===== src/hw/mic_pkg.sv =====
/*
  Package for the interrupt request block: source indices, vector numbers,
  edge-select encodings, timing counts and the port-group structs.
  Assumes a single 200 MHz clock domain.
*/
package mic_pkg;

  localparam int NUM_EXT      = 2;
  localparam int NUM_TMR      = 2;
  localparam int NUM_SRC      = 8;
  localparam int VEC_W        = 3;
  localparam int FLAG_W       = 13;
  localparam int PC_W         = 12;

  // source vector number, also priority order (0 highest); serial and low-supply share 7
  localparam logic [VEC_W-1:0] SRC_EXT0    = 3'h0;
  localparam logic [VEC_W-1:0] SRC_EXT1    = 3'h1;
  localparam logic [VEC_W-1:0] SRC_DATA_EP = 3'h2;
  localparam logic [VEC_W-1:0] SRC_SETUP   = 3'h3;
  localparam logic [VEC_W-1:0] SRC_CTRL_IN = 3'h4;
  localparam logic [VEC_W-1:0] SRC_CTRL_OT = 3'h5;
  localparam logic [VEC_W-1:0] SRC_SHARED  = 3'h6;
  localparam logic [VEC_W-1:0] SRC_SERIAL  = 3'h7;
  localparam logic [VEC_W-1:0] SRC_LOWSUP  = 3'h7;

  // edge-select setting encoding
  localparam logic [1:0] EDGE_OFF     = 2'h0;
  localparam logic [1:0] EDGE_RISE    = 2'h1;
  localparam logic [1:0] EDGE_FALL    = 2'h2;
  localparam logic [1:0] EDGE_BOTH    = 2'h3;

  localparam logic       FLAG_RST     = 1'h0;
  localparam logic       GIE_RST      = 1'h0;
  localparam logic [1:0] EDGE_RST     = 2'h0;
  localparam int         SYNC_STAGES  = 2;

  typedef enum logic [1:0] {
    MIC_IDLE,
    MIC_PUSH,
    MIC_VECTOR
  } mic_state_e;

  // software access strobes from the core
  typedef struct packed {
    logic              gieSet;
    logic              gieClr;
    logic              irqExitReenable;
    logic [FLAG_W-1:0] flagSet;
    logic [FLAG_W-1:0] flagClr;
  } mic_sw_s;

  // per-source enables and edge settings
  typedef struct packed {
    logic [NUM_EXT-1:0]   extPinReqEnable;
    logic [2*NUM_EXT-1:0] edgeSelectSetting;
    logic                 dataEndpointReqEnable;
    logic                 setupTokenReqEnable;
    logic                 ctrlInTokenEnable;
    logic                 ctrlOutTokenEnable;
    logic                 sharedVectorEnable;
    logic                 serialByteReqEnable;
    logic                 lowSupplyReqEnable;
    logic [NUM_TMR-1:0]   timerMatchPEnable;
    logic [NUM_TMR-1:0]   timerMatchAEnable;
  } mic_en_s;

  // one-cycle events from peripheral logic on ref_clk
  typedef struct packed {
    logic               dataEndpointHit;
    logic               setupToken;
    logic               ctrlInToken;
    logic               ctrlOutToken;
    logic               serialByteDone;
    logic               lowSupply;
    logic [NUM_TMR-1:0] timerMatchP;
    logic [NUM_TMR-1:0] timerMatchA;
  } mic_evt_s;

  // flag vector bit positions
  localparam int F_EXT0   = 0;
  localparam int F_EXT1   = 1;
  localparam int F_DATA   = 2;
  localparam int F_SETUP  = 3;
  localparam int F_CIN    = 4;
  localparam int F_COUT   = 5;
  localparam int F_SHARED = 6;
  localparam int F_SERIAL = 7;
  localparam int F_LOWSUP = 8;
  localparam int F_TMR_P  = 9;
  localparam int F_TMR_A  = 11;

endpackage


===== src/hw/mic_edge_detect.sv =====
/*
  Pin edge detector for the external interrupt pins: two-stage synchroniser
  then a selectable rising, falling or both edge pulse per pin.
  Assumes the pin is asynchronous to ref_clk.
*/
`timescale 1ns/1ps
module mic_edge_detect
  import mic_pkg::*;
(
  input  wire logic                 ref_clk,
  input  wire logic                 rstSyncN,
  input  wire logic [NUM_EXT-1:0]   pinIn,
  input  wire logic [NUM_EXT-1:0]   pinEnable,
  input  wire logic [2*NUM_EXT-1:0] edgeSel,
  output logic      [NUM_EXT-1:0]   edgeHit
);

  logic [NUM_EXT-1:0] meta_q;
  logic [NUM_EXT-1:0] sync_q;
  logic [NUM_EXT-1:0] last_q;
  logic [NUM_EXT-1:0] meta_d;
  logic [NUM_EXT-1:0] sync_d;
  logic [NUM_EXT-1:0] last_d;
  logic [2:0]         warm_q;
  logic [2:0]         warm_d;

  always_comb
  begin
    meta_d = pinIn;
    sync_d = meta_q;
    last_d = sync_q;
    // edges count only once both compare stages hold real pin samples, so
    // a pin idling high through its pull-up gives no false edge after reset
    warm_d = {warm_q[1:0], 1'h1};
  end

  always_ff @(posedge ref_clk or negedge rstSyncN)
  begin
    if (!rstSyncN)
    begin
      meta_q <= '0;
      sync_q <= '0;
      last_q <= '0;
      warm_q <= '0;
    end
    else
    begin
      meta_q <= meta_d;
      sync_q <= sync_d;
      last_q <= last_d;
      warm_q <= warm_d;
    end
  end

  genvar g;
  generate
    for (g = 0; g < NUM_EXT; g++)
    begin : gPin
      logic rise;
      logic fall;
      logic [1:0] sel;
      assign sel  = edgeSel[2*g +: 2];
      assign rise = sync_q[g] & ~last_q[g];
      assign fall = ~sync_q[g] & last_q[g];
      // pin acts as interrupt input only while enabled [RQ4]
      assign edgeHit[g] = warm_q[2] & pinEnable[g] &
        (((sel == EDGE_RISE) & rise) | ((sel == EDGE_FALL) & fall) |
         ((sel == EDGE_BOTH) & (rise | fall))); // [RQ1] [RQ3]
    end
  endgenerate

endmodule


===== src/hw/mic_irq_ctrl.sv =====
/*
  Interrupt request controller: request flags, enables, shared vector for
  timer matches, priority select, stack-full hold-off, vectoring handshake
  with the core and wake-up. Assumes the core raises a one-cycle
  serviceAck when it has taken the vector, then pushes the program counter on the pushPc_q pulse.
*/
`timescale 1ns/1ps
//Contract
//[RQ1] set pin flag on the selected edge of the pin
//[RQ2] vector pin interrupt only with global, pin enable and valid edge
//[RQ3] edge setting: rising, falling, both, or off
//[RQ4] pin is interrupt input only while its enable is set, as input
//[RQ5] pull-up selection stays in effect in interrupt use
//[RQ6] servicing clears source flag and global enable
//[RQ7] set data-endpoint flag on non-zero endpoint access
//[RQ8] set setup-token flag on endpoint-0 setup token
//[RQ9] set control-IN flag on endpoint-0 IN token
//[RQ10] set control-OUT flag on endpoint-0 OUT token
//[RQ11] set serial flag per byte sent or received
//[RQ12] set low-supply flag when detector reports low supply
//[RQ13] never vector while return stack is full
//[RQ14] set shared flag when any grouped timer flag becomes set
//[RQ15] each timer has P and A match flags and enables
//[RQ16] timer vector needs global, timer and shared enables
//[RQ17] servicing shared vector clears only the shared flag
//[RQ18] wake-up on any flag rising, enables ignored
//[RQ19] software presets a flag to block its wake-up
//[RQ20] flags hold until serviced or software clears
//[RQ21] only the program counter is pushed on entry
//[RQ22] interrupt return sets global enable, plain return does not
//[RQ23] software avoids calls inside handlers
//[RQ24] requests during a handler stay latched
//[RQ25] software re-enables global enable for nesting
//[RQ26] fixed priority picks one vector among pending requests
module mic_irq_ctrl
  import mic_pkg::*;
(
  input  wire logic                 ref_clk,
  input  wire logic                 nrst,
  input  wire logic [NUM_EXT-1:0]   extIrqPin,
  input  wire logic [NUM_EXT-1:0]   pinIsInput,
  input  wire logic [NUM_EXT-1:0]   pullUpSel,
  input  wire mic_en_s              enables,
  input  wire mic_evt_s             events,
  input  wire mic_sw_s              sw,
  input  wire logic                 stackFull,
  input  wire logic                 serviceAck,
  output logic                      irqReq_q,
  output logic [VEC_W-1:0]          irqVector_q,
  output logic                      pushPc_q,
  output logic                      globalIrqEnable_q,
  output logic [FLAG_W-1:0]         flags_q,
  output logic                      wakeUp_q,
  output logic [NUM_EXT-1:0]        pullUpEn_q
);

  ////////////////////////////////////////////////////////////////////////
  logic                  rstMeta_q;
  logic                  rstSyncN;
  logic [NUM_EXT-1:0]    extHit;
  logic [NUM_EXT-1:0]    pinActive;

  always_ff @(posedge ref_clk or negedge nrst)
  begin
    if (!nrst)
    begin
      rstMeta_q <= 1'h0;
      rstSyncN  <= 1'h0;
    end
    else
    begin
      rstMeta_q <= 1'h1;
      rstSyncN  <= rstMeta_q;
    end
  end

  // pin is used as interrupt input only when enabled and set as input
  assign pinActive = enables.extPinReqEnable & pinIsInput; // [RQ4]

  mic_edge_detect uEdge (
    .ref_clk   (ref_clk),
    .rstSyncN  (rstSyncN),
    .pinIn     (extIrqPin),
    .pinEnable (pinActive),
    .edgeSel   (enables.edgeSelectSetting),
    .edgeHit   (extHit)
  );

  ////////////////////////////////////////////////////////////////////////
  // flags
  logic [FLAG_W-1:0]  hwSet;
  logic [FLAG_W-1:0]  svcClr;
  logic [FLAG_W-1:0]  flags_d;
  logic [FLAG_W-1:0]  flagsPrev_q;
  logic [NUM_TMR-1:0] tmrReqP;
  logic [NUM_TMR-1:0] tmrReqA;
  logic               wakeUp_d;
  logic [NUM_EXT-1:0] pullUpEn_d;

  always_comb
  begin
    hwSet                  = '0;
    hwSet[F_EXT0]          = extHit[0]; // [RQ1]
    hwSet[F_EXT1]          = extHit[1]; // [RQ1]
    hwSet[F_DATA]          = events.dataEndpointHit; // [RQ7]
    hwSet[F_SETUP]         = events.setupToken; // [RQ8]
    hwSet[F_CIN]           = events.ctrlInToken; // [RQ9]
    hwSet[F_COUT]          = events.ctrlOutToken; // [RQ10]
    hwSet[F_SERIAL]        = events.serialByteDone; // [RQ11]
    hwSet[F_LOWSUP]        = events.lowSupply; // [RQ12]
    hwSet[F_TMR_P +: NUM_TMR] = events.timerMatchP; // [RQ15]
    hwSet[F_TMR_A +: NUM_TMR] = events.timerMatchA; // [RQ15]
    // a grouped timer flag that rises sets the shared flag too; taken from
    // the set sources, not flags_d, to keep the loop out of this logic
    hwSet[F_SHARED]        = |(({events.timerMatchA, events.timerMatchP} |
                               sw.flagSet[F_TMR_P +: 2*NUM_TMR]) &
                               ~flags_q[F_TMR_P +: 2*NUM_TMR]); // [RQ14]
  end

  // timer flags never appear in svcClr: only the shared flag clears
  // set wins over any clear so no event is lost
  genvar f;
  generate
    for (f = 0; f < FLAG_W; f++)
    begin : gFlag
      if (f == F_SHARED)
      begin : gSh
        logic tmrRise;
        assign tmrRise = hwSet[F_SHARED];
        assign flags_d[f] = tmrRise | (flags_q[f] & ~svcClr[f] &
          ~sw.flagClr[f]) | sw.flagSet[f]; // [RQ14] [RQ20]
      end
      else
      begin : gOt
        assign flags_d[f] = hwSet[f] | sw.flagSet[f] |
          (flags_q[f] & ~svcClr[f] & ~sw.flagClr[f]); // [RQ20] [RQ24]
      end
    end
  endgenerate

  ////////////////////////////////////////////////////////////////////////
  // request qualification and priority
  logic               anyReq;
  logic               tmrEnabled;
  logic [3:0]         pickIdx;

  always_comb
  begin
    tmrReqP    = flags_q[F_TMR_P +: NUM_TMR] & enables.timerMatchPEnable;
    tmrReqA    = flags_q[F_TMR_A +: NUM_TMR] & enables.timerMatchAEnable;
    tmrEnabled = |{tmrReqP, tmrReqA}; // [RQ16]
  end

  logic [8:0] reqVec;
  always_comb
  begin
    reqVec    = '0;
    // external request also needs a valid edge setting
    reqVec[0] = flags_q[F_EXT0] & enables.extPinReqEnable[0] &
                (enables.edgeSelectSetting[1:0] != EDGE_OFF); // [RQ2]
    reqVec[1] = flags_q[F_EXT1] & enables.extPinReqEnable[1] &
                (enables.edgeSelectSetting[3:2] != EDGE_OFF); // [RQ2]
    reqVec[2] = flags_q[F_DATA]   & enables.dataEndpointReqEnable;
    reqVec[3] = flags_q[F_SETUP]  & enables.setupTokenReqEnable;
    reqVec[4] = flags_q[F_CIN]    & enables.ctrlInTokenEnable;
    reqVec[5] = flags_q[F_COUT]   & enables.ctrlOutTokenEnable;
    reqVec[6] = flags_q[F_SHARED] & enables.sharedVectorEnable &
                tmrEnabled; // [RQ16]
    reqVec[7] = flags_q[F_SERIAL] & enables.serialByteReqEnable;
    reqVec[8] = flags_q[F_LOWSUP] & enables.lowSupplyReqEnable;
    pickIdx   = 4'h0;
    for (int i = 8; i >= 0; i--)
    begin
      if (reqVec[i])
      begin
        pickIdx = 4'(i); // [RQ26]
      end
    end
    anyReq = globalIrqEnable_q & ~stackFull & (|reqVec); // [RQ13]
  end

  ////////////////////////////////////////////////////////////////////////
  // vectoring handshake
  mic_state_e        state_q;
  mic_state_e        state_d;
  logic              gie_d;
  logic              irqReq_d;
  logic [VEC_W-1:0]  irqVector_d;
  logic              pushPc_d;
  logic [3:0]        srcIdx_q;
  logic [3:0]        srcIdx_d;

  always_comb
  begin
    state_d     = state_q;
    irqReq_d    = 1'h0;
    pushPc_d    = 1'h0;
    irqVector_d = irqVector_q;
    srcIdx_d    = srcIdx_q;
    svcClr      = '0;
    gie_d       = globalIrqEnable_q;
    case (state_q)
      MIC_IDLE:
      begin
        if (anyReq)
        begin
          srcIdx_d    = pickIdx;
          irqVector_d = pickIdx[VEC_W-1:0];
          if (pickIdx == 4'h8)
          begin
            irqVector_d = 3'h7;
          end
          irqReq_d = 1'h1;
          state_d  = MIC_PUSH;
        end
      end
      MIC_PUSH:
      begin
        irqReq_d = 1'h1;
        if (serviceAck)
        begin
          irqReq_d = 1'h0;
          pushPc_d = 1'h1; // [RQ21]
          gie_d    = 1'h0; // [RQ6]
          case (srcIdx_q)
            4'h0: svcClr[F_EXT0]   = 1'h1; // [RQ6]
            4'h1: svcClr[F_EXT1]   = 1'h1;
            4'h2: svcClr[F_DATA]   = 1'h1;
            4'h3: svcClr[F_SETUP]  = 1'h1;
            4'h4: svcClr[F_CIN]    = 1'h1;
            4'h5: svcClr[F_COUT]   = 1'h1;
            4'h6: svcClr[F_SHARED] = 1'h1; // [RQ17]
            4'h7: svcClr[F_SERIAL] = 1'h1;
            4'h8: svcClr[F_LOWSUP] = 1'h1;
            default: svcClr = '0;
          endcase
          state_d = MIC_VECTOR;
        end
      end
      MIC_VECTOR:
      begin
        state_d = MIC_IDLE;
      end
      default:
      begin
        state_d = MIC_IDLE;
      end
    endcase
    // irq exit re-enables; plain return leaves gie as is
    if (sw.irqExitReenable | sw.gieSet)
    begin
      gie_d = 1'h1; // [RQ22] [RQ25]
    end
    else if (sw.gieClr)
    begin
      gie_d = 1'h0;
    end
  end

  // wake on any flag rising, whatever the enables [RQ18]
  assign wakeUp_d   = |(flags_q & ~flagsPrev_q); // [RQ18]
  // pull-up selection passes through untouched in interrupt use
  assign pullUpEn_d = pullUpSel; // [RQ5]

  always_ff @(posedge ref_clk or negedge rstSyncN)
  begin
    if (!rstSyncN)
    begin
      state_q           <= MIC_IDLE;
      flags_q           <= '0;
      flagsPrev_q       <= '0;
      globalIrqEnable_q <= GIE_RST;
      irqReq_q          <= 1'h0;
      irqVector_q       <= '0;
      pushPc_q          <= 1'h0;
      srcIdx_q          <= 4'h0;
      wakeUp_q          <= 1'h0;
      pullUpEn_q        <= '0;
    end
    else
    begin
      state_q           <= state_d;
      flags_q           <= flags_d;
      flagsPrev_q       <= flags_q;
      globalIrqEnable_q <= gie_d;
      irqReq_q          <= irqReq_d;
      irqVector_q       <= irqVector_d;
      pushPc_q          <= pushPc_d;
      srcIdx_q          <= srcIdx_d;
      wakeUp_q          <= wakeUp_d;
      pullUpEn_q        <= pullUpEn_d;
    end
  end

  ////////////////////////////////////////////////////////////////////////
  chk_stack_full_block: assert property (@(posedge ref_clk) // [RQ13]
    disable iff (!rstSyncN)
    (state_q == MIC_IDLE && stackFull) |=> !irqReq_q)
    else $error("vector request raised while stack full");

  chk_gie_gate: assert property (@(posedge ref_clk) // [RQ2]
    disable iff (!rstSyncN)
    (state_q == MIC_IDLE && !globalIrqEnable_q) |=> !irqReq_q)
    else $error("vector request without global enable");

  chk_svc_gie_clr: assert property (@(posedge ref_clk) // [RQ6]
    disable iff (!rstSyncN)
    (state_q == MIC_PUSH && serviceAck && !sw.gieSet &&
     !sw.irqExitReenable) |=> !globalIrqEnable_q && pushPc_q)
    else $error("service did not clear global enable");

  chk_exit_reenable: assert property (@(posedge ref_clk) // [RQ22]
    disable iff (!rstSyncN)
    sw.irqExitReenable |=> globalIrqEnable_q)
    else $error("irq exit did not set global enable");

  chk_flag_hold: assert property (@(posedge ref_clk) // [RQ20]
    disable iff (!rstSyncN)
    (flags_q[F_LOWSUP] && !sw.flagClr[F_LOWSUP] && !svcClr[F_LOWSUP])
    |=> flags_q[F_LOWSUP])
    else $error("low-supply flag dropped without clear");

  chk_timer_keep: assert property (@(posedge ref_clk) // [RQ17]
    disable iff (!rstSyncN)
    (flags_q[F_TMR_P] && !sw.flagClr[F_TMR_P]) |=> flags_q[F_TMR_P])
    else $error("timer flag cleared by service");

  chk_shared_set: assert property (@(posedge ref_clk) // [RQ14]
    disable iff (!rstSyncN)
    (events.timerMatchA[0] && !flags_q[F_TMR_A]) |=> flags_q[F_SHARED])
    else $error("shared flag not set on timer match");

  chk_wake_rise: assert property (@(posedge ref_clk) // [RQ18]
    disable iff (!rstSyncN)
    (events.serialByteDone && !flags_q[F_SERIAL]) |-> ##2 wakeUp_q)
    else $error("no wake-up on flag rise");

  chk_event_flag: assert property (@(posedge ref_clk) // [RQ12]
    disable iff (!rstSyncN)
    events.lowSupply |=> flags_q[F_LOWSUP])
    else $error("low-supply event lost");

endmodule


===== config.mk =====
export PLATFORM = sky130hd
export DESIGN_NAME = mic_irq_ctrl
export DESIGN_NICKNAME = d
export VERILOG_FILES = /design/src/hw/mic_pkg.sv /design/src/hw/mic_edge_detect.sv /design/src/hw/mic_irq_ctrl.sv
export SDC_FILE = /design/constraint.sdc
export NUM_CORES = 1
export LEC_CHECK = 0
export ABC_AREA = 1
export CAP_MARGIN = 10
export CORE_MARGIN = 1.5
export CORE_UTILIZATION = 40
export DETAILED_ROUTE_END_ITERATION = 6
export DONT_BUFFER_PORTS = 1
export PLACE_DENSITY_LB_ADDON = 0.3
export SYNTH_ARGS = -nofsm -noshare
export SYNTH_HDL_FRONTEND = slang
export SYNTH_SLANG_ARGS = --single-unit

===== constraint.sdc =====
create_clock -name ref_clk -period 2 [get_ports ref_clk]
set_input_delay 0.2 -clock ref_clk [delete_from_list [all_inputs] [get_ports ref_clk]]
set_output_delay 0.2 -clock ref_clk [all_outputs]
set_load 0.03 [all_outputs]

==> results.py <==
metrics = {
    "finish": {
        "multiInputGateArea_sq_um": 702,
        "drive_gt1_share_pct": 10.3,
        "register_area_sq_mm": 0.00130,
        "area_growth_pct": 22.0,
        "diodes": 0,
        "fin_area_sq_mm": 0.00261,
        "fillerInstances": 507,
        "finalNonFillerCells": 323,
        "finalNetCount": 322,
    },
    "power": {
        "p_total_mw": 2.32,
        "ir_drop_mv": 0.414,
        "cellLeakagePower_nw": 1.26,
        "powerDensity_mw_per_mm2": 887,
    },
    "setup_path": {
        "end_kind": "register",
        "reg2reg_slack_ps": 150,
        "path_class": "reg -> reg",
        "cp.arrival_ps": 2050,
        "crit_path_start_kind": "register",
        "crit_required_ps": 2200,
        "cp_max_fo": 5,
    },
    "logic_synthesis": {
        "synth_compound_area_share_pct": 12.1,
        "synth_area_leaders": "dfrtp_1 (61%), nand2_1 (6.1%), inv_1 (6.0%)",
        "synth_top_area_share_pct": 60.8,
        "synth_fa_ha_area_share_pct": 2.34,
        "yosys.area_share.simple_pct": 17.8,
        "yosysMostFrequentCell": "dfrtp_1",
        "synth_edf_count": 0,
        "synth_area_leader_cell": "dfrtp_1",
        "synth.yosys.seq_area_share_pct": 60.8,
        "ys_types": 31,
        "synthCells": 216,
        "ys_warn_count": 0,
        "synthArstFlopShare_pct": 100,
        "synthXorXnorAreaFrac_pct": 0,
        "synth_area_sq_mm": 0.00214,
        "syn_avg_cell_area_sq_um": 9.91,
        "synth_top_family_by_area": "simple AND/OR/NAND/NOR gates",
        "synth-seq-cells": 52,
        "synth_common_cells": "dfrtp_1 (52), nand2_1 (35), inv_1 (34)",
        "ys.flop_type": "dfrtp_1",
        "muxShareOfSynthArea_pct": 0,
    },
    "place": {
        "hpwlAfterDp_um": 3450,
        "globalplace.congestion": 0.809,
        "dpl-instance-area_sq_mm": 0.00227,
        "port-buffer-count": 0,
        "place_ws_ps": 350,
        "dp.cells": 291,
    },
    "sta": {
        "rsz0062_at_grt": "false",
        "slew_violations": 0,
        "hold_violations": 0,
        "finalCritPeriodShare_pct": 92.4,
        "clock-skew-final_ps": 10.1,
        "max_freq_mhz": 541,
        "timing.final.ws_setup_ps": 151,
        "setup_viol": 0,
        "tns_ps": 0,
        "period_needed_ps": 1850,
        "worstMarginPinSlew_ps": 697,
        "relSlewSlack_pct": 53.5,
    },
    "clock_network": {
        "clkTransAtPathRegs_ps": 90,
        "cts_buffers": 5,
        "post-cts-setup-buffer-count": 0,
        "cts_root_buf": "clkbuf_8",
        "ctsLongestPathBuffers": 2,
        "htreeDepth": 2,
        "clk-insertion-delay-late_ps": 310,
        "cts_num_sinks": 52,
        "tritoncts": "built",
    },
    "global_route": {
        "first_global_vias": 1662,
        "overflow": 0,
        "grt_pass1_wl_um": 7780,
        "grt_max_degree": 32,
        "grt.total_usage_pct": 17.3,
        "antenna_found_initial": 0,
    },
    "drt": {
        "avgViaCountPerCell": 4.82,
        "drt_wl_total_um": 4540,
        "final_antenna_net_count": 0,
        "drtPass1Iterations": 4,
        "wire_per_inst_um": 14.1,
        "vias": 1556,
        "drt_iter0_drc": 43,
        "drc": 0,
    },
    "die": {
        "ioPinCount": 88,
        "rows": 26,
        "core_area_sq_mm": 0.00514,
        "dieArea_sq_mm": 0.00580,
        "initial_core_util_pct": 41.6,
        "die_w_um": 76.1,
        "fp.dieH_um": 76.1,
    },
    "status": {
        "status": "finished clean",
    },
    "worst_hold_path": {
        "hold_class": "in -> reg",
    },
    "job": {
        "maxCapViolations": 0,
    },
}
[per-stage QoR]
| stage | hold slack (ps) | util [%] |
|---|---|---|
| 2_1_floorplan | -95.6 | - |
| 3_3_place_gp | -95.5 | 44.3 |
| 3_5_place_dp | -95.5 | 44.3 |
| 4_1_cts | 0.448 | 50.7 |
| 5_1_grt | 0.279 | 50.8 |
| 6_report | 8.34 | 50.8 |
[power breakdown]
part / internal, mW / switching, mW / total (mW)
registers: 1.16 / 0.205 / 1.36
logic: 0.143 / 0.203 / 0.346
clock network: 0.251 / 0.355 / 0.607
total: 1.55 / 0.763 / 2.32
[per-layer routing]
metal	wire length (um)	track usage (%)	vias to the layer above	part of all wire [%]
met5	0	0	-	0
met1	2040	21.5	724	45
li1	-	-	773	-
met2	2130	28.2	52	47
met4	78	6.67	0	1.7
met3	287	5.51	7	6.3
[flip-flops by register name, summed over array words and instances (netlist names)]
signal             cells
rstSyncN               1
uEdge.meta_q           2
rstMeta_q              1
wakeUp_q               1
pullUpEn_q             2
pushPc_q               1
flags_q               13
uEdge.warm_q           3
srcIdx_q               4
globalIrqEnable_q      1
state_q                2
irqVector_q            3
uEdge.last_d           2
irqReq_q               1
flagsPrev_q           13
uEdge.last_q           2
[path summary, 6_finish.rpt]
| path | depth (start not counted) | startpoint | to |
|---|---|---|---|
| min in group asynchronous | 1 | nrst | rstSyncN$_DFF_PN0_ |
| worst max register to register | 7 | state_q[1]$_DFFE_PN0P_ | flags_q[2]$_DFF_PN0_ |
| worst min-delay path | 2 | events[0] | flags_q[11]$_DFF_PN0_ |
| max in group asynchronous | 1 | rstSyncN$_DFF_PN0_ | flags_q[5]$_DFF_PN0_ |
| worst min register to register | 0 | rstSyncN$_DFF_PN0_ | pullUpEn_q[1]$_DFF_PN0_ |
| worst max-delay path | 7 | state_q[1]$_DFFE_PN0P_ | flags_q[2]$_DFF_PN0_ |
[logic make-up (layout without fill, tap and decap cells)]
group / after synthesis / after routing
flip-flops: 52 / 52
other: 1 / 2
buffers and inverters: 38 / 74
adder cells (fa/ha/maj): 4 / 4
AO/OA/AOI/OAI: 40 / 40
AND/OR/NAND/NOR: 81 / 81
[final cells by class]
cell class / instances / area share [%]
flip-flops and latches: 52 / 49.9
multi-input cells: 127 / 26.9
repair buffers: 28 / 10.8
inverters: 38 / 5.56
well taps: 70 / 3.35
clock buffers: 5 / 2.64
clock inverters: 3 / 0.862
[cells in the final DEF, fill, tap and decap left out, drive strengths merged]
cell type    instances
nor4                 3
dfrtp               52
o221ai               2
a21boi               1
nand2               37
ha                   4
conb                 2
nand4                2
nor2                23
dlygate4sd3         24
nand3               13
a21oi                4
buf                  4
o21bai               2
nor3                 2
clkbuf               5
o31ai                5
clkinv               3
and2                 1
inv                 38
a2111oi              1
o2111ai              1
o21ai               19
o22ai                4
a221oi               1
[worst max-delay path, stage by stage (launching register included)]
cell	delay, ps
dfrtp_1	420
inv_1	60
nand2_1	110
nor2_4	180
inv_2	80
nor4_1	230
o31ai_1	100
dlygate4sd3_1	560
[repair_timing]
item,in CTS,in global routing
hold endpoints to repair,21,0
hold buffers,24,0
gates resized for setup,0,1
setup endpoints to repair,0,3
(Power assumes the default switching activity.)
